[config.mk]
export PLATFORM = sky130hd
export DESIGN_NAME = crp_pin_ctrl
export DESIGN_NICKNAME = d
export VERILOG_FILES = /design/src/common/crp_pkg.sv /design/src/crp_pin_ctrl.sv /design/src/crp_sync.sv /design/src/crp_clk_div.sv
export VERILOG_INCLUDE_DIRS = /design/src /design/src/common
export SDC_FILE = /design/constraint.sdc
export NUM_CORES = 1
export LEC_CHECK = 0
export ABC_AREA = 0
export BUFFER_PORTS_ARGS = -buffer_cell sky130_fd_sc_hd__buf_2
export CORE_MARGIN = 4
export CORE_UTILIZATION = 47
export CTS_CLUSTER_SIZE = 8
export DETAILED_ROUTE_END_ITERATION = 10
export HOLD_SLACK_MARGIN = 0.15
export PLACE_DENSITY = 0.78
export SYNTH_ARGS = -nofsm -noshare
export SYNTH_HDL_FRONTEND = slang
export SYNTH_HIERARCHICAL = 1
export SYNTH_SLANG_ARGS = --single-unit
export TNS_END_PERCENT = 10
[constraint.sdc]
create_clock -name clk_sys -period 2.94 [get_ports clk_sys]
set_clock_uncertainty 0.1 [all_clocks]
set_input_delay 0.588 -clock clk_sys [delete_from_list [all_inputs] [get_ports clk_sys]]
set_output_delay 0.588 -clock clk_sys [all_outputs]
set_load 0.01 [all_outputs]
[src/common/crp_regs.svh]
// constants for the clock, reset and pin-state control block
// assumes a 100 MHz clk_sys that stands in for the doubled input clock
`ifndef CRP_REGS_SVH
`define CRP_REGS_SVH

// ****************************************
// timing
// ****************************************
`define CRP_CLK_PERIOD_NS 10
`define CRP_PD_EXIT_MIN_NS 1000
// least time, so round up to whole cycles
`define CRP_PD_EXIT_MIN_CYC ((`CRP_PD_EXIT_MIN_NS + `CRP_CLK_PERIOD_NS - 1) / `CRP_CLK_PERIOD_NS)
`define CRP_PD_CNT_W 12

// ****************************************
// fixed values
// ****************************************
`define CRP_FETCH_ADDR 20'hffff0
`define CRP_NMI_TYPE 8'h02
`define CRP_AD_W 16
`define CRP_SYNC_W 4

`endif

[src/common/crp_pkg.sv]
// types shared by the clock, reset and pin-state control block
// assumes crp_regs.svh is on the include path
package crp_pkg;
	`include "crp_regs.svh"

	// ****************************************
	// operating states, one-hot
	// ****************************************
	typedef enum logic [6:0] {
		ST_RESET = 7'b0000001,
		ST_ALIGN = 7'b0000010,
		ST_RUN = 7'b0000100,
		ST_HOLD = 7'b0001000,
		ST_IDLE = 7'b0010000,
		ST_PDOWN = 7'b0100000,
		ST_PDEXIT = 7'b1000000
	} crp_state_e;

	// what the core wants on the multiplexed address/data pins
	typedef struct packed {
		logic [`CRP_AD_W-1:0] addr;
		logic [`CRP_AD_W-1:0] data;
		logic addr_phase;
		logic data_write;
	} crp_core_bus_s;

	// a two-way pin group as seen from the design side
	typedef struct packed {
		logic [`CRP_AD_W-1:0] out;
		logic oe;
	} crp_ad_pin_s;
endpackage

[src/crp_pin_ctrl.sv]
// pin-level clock, reset and operating-state control of the processor
// assumes the core, bus unit and power logic drive the request inputs synchronously
// Behaviour
// - the output clock is half the input clock, 50% duty, toggling on each falling edge.
// - the crystal drive pin keeps driving in the all-pins-float test mode.
// - reset aborts any bus cycle one clock after the synchronised reset input, initializes the block and defines every pin.
// - the reset indication stays asserted as long as the reset input is asserted.
// - on reset release the output clock is first aligned, then fetch starts at 0ffff0h.
// - the reset indication is low in bus hold, high in reset and low in powerdown.
// - the test/busy pin is sampled in reset to pick coprocessor mode.
// - in regular mode the wait instruction stalls the cpu until test reads low.
// - the non-maskable interrupt is edge sensitive, latched, and asks for type 2.
// - the address/data pins carry the address in the address phase and data after.
// - the address/data pins float in hold and reset and keep their state in powerdown.
// - after leaving powerdown the block waits on the timer pin before resuming.
// - every output has a defined level in hold, reset, idle and powerdown.
`timescale 1ns/1ps
`include "crp_regs.svh"
module crp_pin_ctrl #(
	parameter int PD_EXIT_MIN_CYC = `CRP_PD_EXIT_MIN_CYC
) (
	input wire logic clk_sys,
	input wire logic reset_n,
	input wire logic reset_input_n,
	input wire logic nmi_pin,
	input wire logic test_busy_pin,
	input wire logic float_strap_ucs_n,
	input wire logic float_strap_lcs_n,
	input wire logic hold_ack,
	input wire logic idle_req,
	input wire logic powerdown_req,
	input wire logic wake_event,
	input wire logic wait_exec,
	input wire logic nmi_ack,
	input wire crp_pkg::crp_core_bus_s core_bus,
	input wire logic powerdown_exit_timer_pin_in,
	output logic half_rate_clock_out,
	output logic crystal_drive_out,
	output logic crystal_drive_oe,
	output logic reset_indication_out,
	output crp_pkg::crp_ad_pin_s muxed_addr_data_bus,
	output logic powerdown_exit_timer_pin_out,
	output logic powerdown_exit_timer_pin_oe,
	output logic all_pins_float_test_mode,
	output logic coproc_mode,
	output logic coproc_busy,
	output logic cpu_stall,
	output logic cpu_run,
	output logic bus_abort,
	output logic fetch_start,
	output logic [19:0] fetch_addr,
	output logic nmi_pending,
	output logic [7:0] nmi_type
);
	// ****************************************
	// input synchronisers and divider
	// ****************************************
	logic [`CRP_SYNC_W-1:0] pins_sync;
	logic rst_in_s;
	logic nmi_s;
	logic test_s;
	logic float_s;
	logic nmi_prev;
	logic align_hold;

	crp_sync #(.W(`CRP_SYNC_W)) u_sync (
		.clk_sys(clk_sys),
		.reset_n(reset_n),
		.async_in({reset_input_n, nmi_pin, test_busy_pin,
			~float_strap_ucs_n & ~float_strap_lcs_n}),
		.sync_out(pins_sync)
	);
	// reset release is only seen after two clocks of synchronising
	// pin goes in uninverted so the cleared chain reads as reset held, no false release
	assign rst_in_s = !pins_sync[3];
	assign nmi_s = pins_sync[2];
	assign test_s = pins_sync[1];
	assign float_s = pins_sync[0];

	crp_clk_div u_div (
		.clk_sys(clk_sys),
		.reset_n(reset_n),
		.align_hold(align_hold),
		.half_rate_clock_out(half_rate_clock_out)
	);

	// ****************************************
	// operating state
	// ****************************************
	crp_pkg::crp_state_e state;
	crp_pkg::crp_state_e next_state;
	logic [`CRP_PD_CNT_W-1:0] pd_cnt;
	logic [`CRP_PD_CNT_W-1:0] next_pd_cnt;
	logic pd_done;

	assign pd_done = (pd_cnt >= PD_EXIT_MIN_CYC[`CRP_PD_CNT_W-1:0]) && !powerdown_exit_timer_pin_in;

	// reset wins over every other state; powerdown exit waits on count and pin
	always_comb begin
		next_state = state;
		next_pd_cnt = '0;
		if (rst_in_s) begin
			next_state = crp_pkg::ST_RESET;
		end else begin
			unique case (state)
				crp_pkg::ST_RESET: begin
					next_state = crp_pkg::ST_ALIGN;
				end
				crp_pkg::ST_ALIGN: begin
					next_state = crp_pkg::ST_RUN;
				end
				crp_pkg::ST_RUN: begin
					if (powerdown_req) begin
						next_state = crp_pkg::ST_PDOWN;
					end else if (hold_ack) begin
						next_state = crp_pkg::ST_HOLD;
					end else if (idle_req) begin
						next_state = crp_pkg::ST_IDLE;
					end
				end
				crp_pkg::ST_HOLD: begin
					if (!hold_ack) begin
						next_state = crp_pkg::ST_RUN;
					end
				end
				crp_pkg::ST_IDLE: begin
					if (wake_event || nmi_s) begin
						next_state = crp_pkg::ST_RUN;
					end
				end
				crp_pkg::ST_PDOWN: begin
					if (wake_event || nmi_s) begin
						next_state = crp_pkg::ST_PDEXIT;
					end
				end
				crp_pkg::ST_PDEXIT: begin
					// the crystal needs time to start; the minimum count and the timer pin set how long
					if (pd_done) begin
						next_state = crp_pkg::ST_RUN;
					end else if (pd_cnt != '1) begin
						next_pd_cnt = pd_cnt + 1'b1;
					end else begin
						next_pd_cnt = pd_cnt;
					end
				end
			endcase
		end
	end

	always_ff @(posedge clk_sys) begin
		if (!reset_n) begin
			state <= crp_pkg::ST_RESET;
			pd_cnt <= '0;
		end else begin
			state <= next_state;
			pd_cnt <= next_pd_cnt;
		end
	end

	// ****************************************
	// straps, modes and core-facing controls
	// ****************************************
	logic next_coproc_mode;
	logic next_float;
	logic next_stall;
	logic next_busy;
	logic next_run;
	logic next_fetch;

	// straps are caught while reset is held and frozen at its release
	always_comb begin
		next_coproc_mode = coproc_mode;
		next_float = all_pins_float_test_mode;
		if (next_state == crp_pkg::ST_RESET) begin
			next_coproc_mode = test_s;
			next_float = float_s;
		end
		next_stall = !coproc_mode && wait_exec && test_s && next_state == crp_pkg::ST_RUN;
		next_busy = coproc_mode && test_s;
		next_run = next_state == crp_pkg::ST_RUN;
		next_fetch = state == crp_pkg::ST_ALIGN && next_state == crp_pkg::ST_RUN;
	end

	always_ff @(posedge clk_sys) begin
		if (!reset_n) begin
			coproc_mode <= 1'b0;
			all_pins_float_test_mode <= 1'b0;
			cpu_stall <= 1'b0;
			coproc_busy <= 1'b0;
			cpu_run <= 1'b0;
			fetch_start <= 1'b0;
			fetch_addr <= `CRP_FETCH_ADDR;
			align_hold <= 1'b1;
			bus_abort <= 1'b1;
		end else begin
			coproc_mode <= next_coproc_mode;
			all_pins_float_test_mode <= next_float;
			cpu_stall <= next_stall;
			coproc_busy <= next_busy;
			cpu_run <= next_run;
			fetch_start <= next_fetch;
			fetch_addr <= `CRP_FETCH_ADDR;
			align_hold <= next_state == crp_pkg::ST_RESET;
			bus_abort <= next_state == crp_pkg::ST_RESET;
		end
	end

	// ****************************************
	// non-maskable interrupt latch
	// ****************************************
	logic next_nmi_pending;
	logic nmi_rise;

	assign nmi_rise = nmi_s && !nmi_prev;

	// a new edge in the same cycle as the acknowledge is kept
	always_comb begin
		next_nmi_pending = nmi_pending;
		if (nmi_ack) begin
			next_nmi_pending = 1'b0;
		end
		if (nmi_rise) begin
			next_nmi_pending = 1'b1;
		end
		if (next_state == crp_pkg::ST_RESET) begin
			next_nmi_pending = 1'b0;
		end
	end

	always_ff @(posedge clk_sys) begin
		if (!reset_n) begin
			nmi_prev <= 1'b0;
			nmi_pending <= 1'b0;
			nmi_type <= `CRP_NMI_TYPE;
		end else begin
			nmi_prev <= nmi_s;
			nmi_pending <= next_nmi_pending;
			nmi_type <= `CRP_NMI_TYPE;
		end
	end

	// ****************************************
	// pin states per operating state
	// ****************************************
	crp_pkg::crp_ad_pin_s next_ad;
	logic next_reset_indication_out;
	logic next_tmr_out;
	logic next_tmr_oe;

	// powerdown keeps the last bus value; hold, reset and test mode float it
	always_comb begin
		next_ad = muxed_addr_data_bus;
		next_reset_indication_out = next_state == crp_pkg::ST_RESET;
		next_tmr_out = 1'b0;
		next_tmr_oe = 1'b0;
		unique case (next_state)
			crp_pkg::ST_RESET, crp_pkg::ST_HOLD, crp_pkg::ST_ALIGN: begin
				next_ad.oe = 1'b0;
			end
			crp_pkg::ST_PDOWN: begin
				next_tmr_out = 1'b1;
				next_tmr_oe = 1'b1;
			end
			crp_pkg::ST_RUN, crp_pkg::ST_IDLE, crp_pkg::ST_PDEXIT: begin
				if (core_bus.addr_phase) begin
					next_ad.out = core_bus.addr;
					next_ad.oe = 1'b1;
				end else if (core_bus.data_write) begin
					next_ad.out = core_bus.data;
					next_ad.oe = 1'b1;
				end else begin
					next_ad.oe = 1'b0;
				end
			end
		endcase
		if (next_float) begin
			next_ad.oe = 1'b0;
			next_tmr_oe = 1'b0;
		end
	end

	// the crystal drive never floats, even in the float test mode
	always_ff @(posedge clk_sys) begin
		if (!reset_n) begin
			muxed_addr_data_bus <= '0;
			reset_indication_out <= 1'b1;
			powerdown_exit_timer_pin_out <= 1'b0;
			powerdown_exit_timer_pin_oe <= 1'b0;
			crystal_drive_out <= 1'b0;
			crystal_drive_oe <= 1'b1;
		end else begin
			muxed_addr_data_bus <= next_ad;
			reset_indication_out <= next_reset_indication_out;
			powerdown_exit_timer_pin_out <= next_tmr_out;
			powerdown_exit_timer_pin_oe <= next_tmr_oe;
			crystal_drive_out <= ~crystal_drive_out;
			crystal_drive_oe <= 1'b1;
		end
	end
endmodule

[src/crp_sync.sv]
// two-flop synchroniser for a group of asynchronous pin levels
// assumes the inputs are levels that are stable for several clocks
`timescale 1ns/1ps
module crp_sync #(
	parameter int W = 4
) (
	input wire logic clk_sys,
	input wire logic reset_n,
	input wire logic [W-1:0] async_in,
	output logic [W-1:0] sync_out
);
	logic [W-1:0] stage1;
	logic [W-1:0] next_stage1;
	logic [W-1:0] next_sync_out;

	// ****************************************
	// capture chain
	// ****************************************
	// first stage feeds only the second stage, never any logic
	always_comb begin
		next_stage1 = async_in;
		next_sync_out = stage1;
	end

	always_ff @(posedge clk_sys) begin
		if (!reset_n) begin
			stage1 <= '0;
			sync_out <= '0;
		end else begin
			stage1 <= next_stage1;
			sync_out <= next_sync_out;
		end
	end
endmodule

[src/crp_clk_div.sv]
// half-rate clock generator with phase alignment on reset release
// assumes clk_sys is the doubled input clock and align_hold comes from a flop
`timescale 1ns/1ps
module crp_clk_div (
	input wire logic clk_sys,
	input wire logic reset_n,
	input wire logic align_hold,
	output logic half_rate_clock_out
);
	logic next_half;

	// ****************************************
	// divider
	// ****************************************
	// toggles on the falling edge; held low while aligning so phase restarts
	always_comb begin
		next_half = align_hold ? 1'b0 : ~half_rate_clock_out;
	end

	always_ff @(negedge clk_sys) begin
		if (!reset_n) begin
			half_rate_clock_out <= 1'b0;
		end else begin
			half_rate_clock_out <= next_half;
		end
	end
endmodule

==> run_results.csv <==
group,metric,value,unit
worst_setup_path,path_max_fanout,2,
die,num_io_pins,107,
timing,worst_pin_slew,0.860,ns
global_route,grt_usage,16.6,%
synthesis,syn_avg_cell_area,8.98,sq um
worst_setup_path,crit_arrival,2.26,ns
synthesis,ys_seq_elements,57,
cells_and_area,areaGrowthSynthToFinish,18.6,%
global_route,grt_max_degree,50,
worst_setup_path,startpoint,"u_div/half_rate_clock_out$_SDFF_NP0_",
synthesis,syn_inst,305,
power_and_ir_drop,combPwrFrac,6.4,%
clock_tree,htree_levels,3,
cells_and_area,drive_above_1_share,26.0,%
die,rows,27,
timing,relSlewSlack,42.7,%
worst_setup_path,rr_startpoint,"state[1]$_SDFF_PN0_",
power_and_ir_drop,sw_frac_of_total,22.1,%
die,dieHeight,84.3,microns
detailed_routing,drt-initial-drc-count,235,
worst_setup_path,critPathBufInv,1,
worst_setup_path,slowest_stage,"dfxtp_2",
cells_and_area,nFillCells,515,
synthesis,synth_cell_types,46,
synthesis,synth_top_area_share,41.7,%
die,dieWidth,84.3,microns
detailed_routing,wire_per_inst,13.0,microns
placement,gp_congestion,0.862,
timing,setup_viol,1,
clock_tree,hold_buffers,0,
worst_setup_path,critical-path-max-stage-delay,0.31,ns
die,coreArea,0.00557,sq mm
run,drv_cap,0,
power_and_ir_drop,p_leak,0.00151,uW
detailed_routing,avgViaCountPerCell,4.97,
clock_tree,cts-buffers-inserted,9,
clock_tree,cts.sinks,57,
timing,tns,-0.00644,ns
detailed_routing,routed_wl,5950,microns
cells_and_area,antenna_cells,0,
clock_tree,worstSkewPairLatency,0.33,ns
die,initial_core_util,49.1,%
worst_hold_path,hold_path.class,"register to register",
clock_tree,clockBufferDepth,2,
global_route,grt_overflow,0,
synthesis,ys_seq_area_share,41.7,%
worst_setup_path,worstPathCellList,"buf_6",
timing,drv_slew,0,
synthesis,yosysTopAreaCell,"dfxtp_1",
cells_and_area,final_common_cell,"buf_2",
placement,hpwl,4350,microns
detailed_routing,drc_errors,0,
global_route,antenna_found_initial,0,
power_and_ir_drop,power_switching,359,uW
die,dieArea,0.00711,sq mm
synthesis,synthFlopType,"dfxtp_1",
detailed_routing,ant_nets,0,
power_and_ir_drop,powerDensity,499,mW/mm^2
cells_and_area,final_util,58.3,%
clock_tree,clkSlewWorstSetupHoldPaths,0.06,ns
timing,fin_ws,-0.00644,ns
synthesis,synthArstFlopShare,0,%
synthesis,synth-edff-count,0,
timing,rsz0062_at_grt,"true",
clock_tree,cts_root_buffer,"clkbuf_8",
worst_setup_path,criticalPathCategory,"register to primary output",
timing,finalHoldViolCount,0,
power_and_ir_drop,ir_drop,359,uV
synthesis,netlist_area,0.00274,sq mm
worst_hold_path,worst_hold_startpoint,"crystal_drive_out$_SDFF_PN0_",
power_and_ir_drop,clock_power_share,45.1,%
worst_setup_path,endpoint_kind,"primary output",
detailed_routing,drt_pass1_iterations,4,
outcome,violations,"negative setup slack",
synthesis,synth_area_leaders,"dfxtp_1, buf_4, mux2i_1",
global_route,grt_pass1_vias,2061,
synthesis,yosysWarnings,6,
power_and_ir_drop,internal-power,1260,uW
worst_setup_path,crit_family,"flip-flops",
outcome,outcome,"finished with violations",
worst_setup_path,cp.required,2.25,ns
worst_setup_path,start_kind,"register",
global_route,grt_pass1_wl,9540,microns
cells_and_area,final_cell_mix,"buf_2, dfxtp_1, conb_1, nand2_1, nand2b_1",
clock_tree,cts_tree,"done",
detailed_routing,vias,2273,
power_and_ir_drop,seqPwrFrac,48.4,%
cells_and_area,fin_nets,430,
placement,port_buffers,77,
-- path summary, 6_finish.rpt --
check	end	slack [ns]	cells past startpoint
hold / removal	crystal_drive_out$_SDFF_PN0_	0.32	1
setup reg to reg	muxed_addr_data_bus[9]$_SDFFE_PN0P_	0.31	5
hold reg to reg	crystal_drive_out$_SDFF_PN0_	0.32	1
setup / recovery	half_rate_clock_out	-0.006	1
-- state kept, by name, indices dropped and copies added (netlist names) --
register,cells
reset_indication_out,1
crystal_drive_out,1
coproc_mode,1
nmi_prev,1
state,7
u_sync/sync_out,4
coproc_busy,1
pd_cnt,12
u_div/half_rate_clock_out,1
cpu_stall,1
nmi_pending,1
u_sync/next_sync_out,4
cpu_run,1
powerdown_exit_timer_pin_oe,1
fetch_start,1
all_pins_float_test_mode,1
powerdown_exit_timer_pin_out,1
muxed_addr_data_bus,17
-- timing repair --
action,CTS,global route
gates resized for setup,2,0
buffers inserted,1,0
endpoints found under the setup margin,1,1
-- power groups by stage --
| stage | sequential [uW] | combinational (uW) | clock, uW |
|---|---|---|---|
| after floorplan | 802 | 88.2 | 4.26 |
| after global placement | 802 | 102 | 4.26 |
| after detailed placement | 803 | 102 | 4.26 |
| after CTS | 786 | 103 | 751 |
| after global routing | 786 | 116 | 793 |
| final | 786 | 104 | 732 |
-- per-layer routing --
layer	wire length (microns)	global-route usage (%)	vias up
met5	0	0	-
met3	433	5.89	14
met2	2950	27.0	93
met1	2430	19.6	1017
met4	139	8.06	0
li1	-	-	1149
-- Yosys cell counts, types with 2 or more instances --
master / n
dfxtp_1: 57
buf_4: 30
nand2_1: 24
nand2b_1: 21
mux2i_1: 19
nor2_1: 19
o211ai_1: 16
clkbuf_1: 12
and2_1: 10
nand3_1: 8
a21oi_1: 7
inv_1: 7
nand4_1: 6
nor2b_1: 6
xor2_1: 6
a31oi_1: 5
and3_1: 5
nor4_1: 5
o21ai_0: 5
nor3_1: 4
a211oi_1: 2
and4b_1: 2
conb_1: 2
ha_1: 2
o311ai_0: 2
or3_1: 2
xnor2_1: 2
-- logic make-up after synthesis --
kind of cell    Yosys count  share of synthesized area, %
simple gates            121                          24.3
fa+ha+maj                 2                         0.914
compound gates           44                          11.0
buf+inv                  51                          12.0
flops                    57                          41.7
xor+xnor                  8                          2.56
mux                      20                          7.35
other cells               2                         0.274
-- through the flow --
stage / setup slack (ns) / hold slack (ns) / instance area (sq um) / total power (uW) / instances
after floorplan: 0.422 / 0.306 / 2840 / 894 / 332
after CTS: -0.0200 / 0.332 / 3250 / 1640 / 457
after global placement: 0.331 / 0.297 / 3040 / 908 / 440
after global routing: -0.0648 / 0.345 / 3250 / 1700 / 457
after detailed placement: 0.319 / 0.317 / 3040 / 909 / 440
final: -0.00644 / 0.324 / 3250 / 1620 / 457
-- layout make-up --
type,instances,area (sq um),area share (%)
multi-input combinational,224,1370,42.2
sequential,57,1140,35.2
timing repair buffer,81,422,13.0
clock buffer,13,159,4.89
tap,72,90.1,2.77
clock inverter,4,42.5,1.31
inverter,6,22.5,0.693
Note: power is estimated with default switching activity, not from simulation.
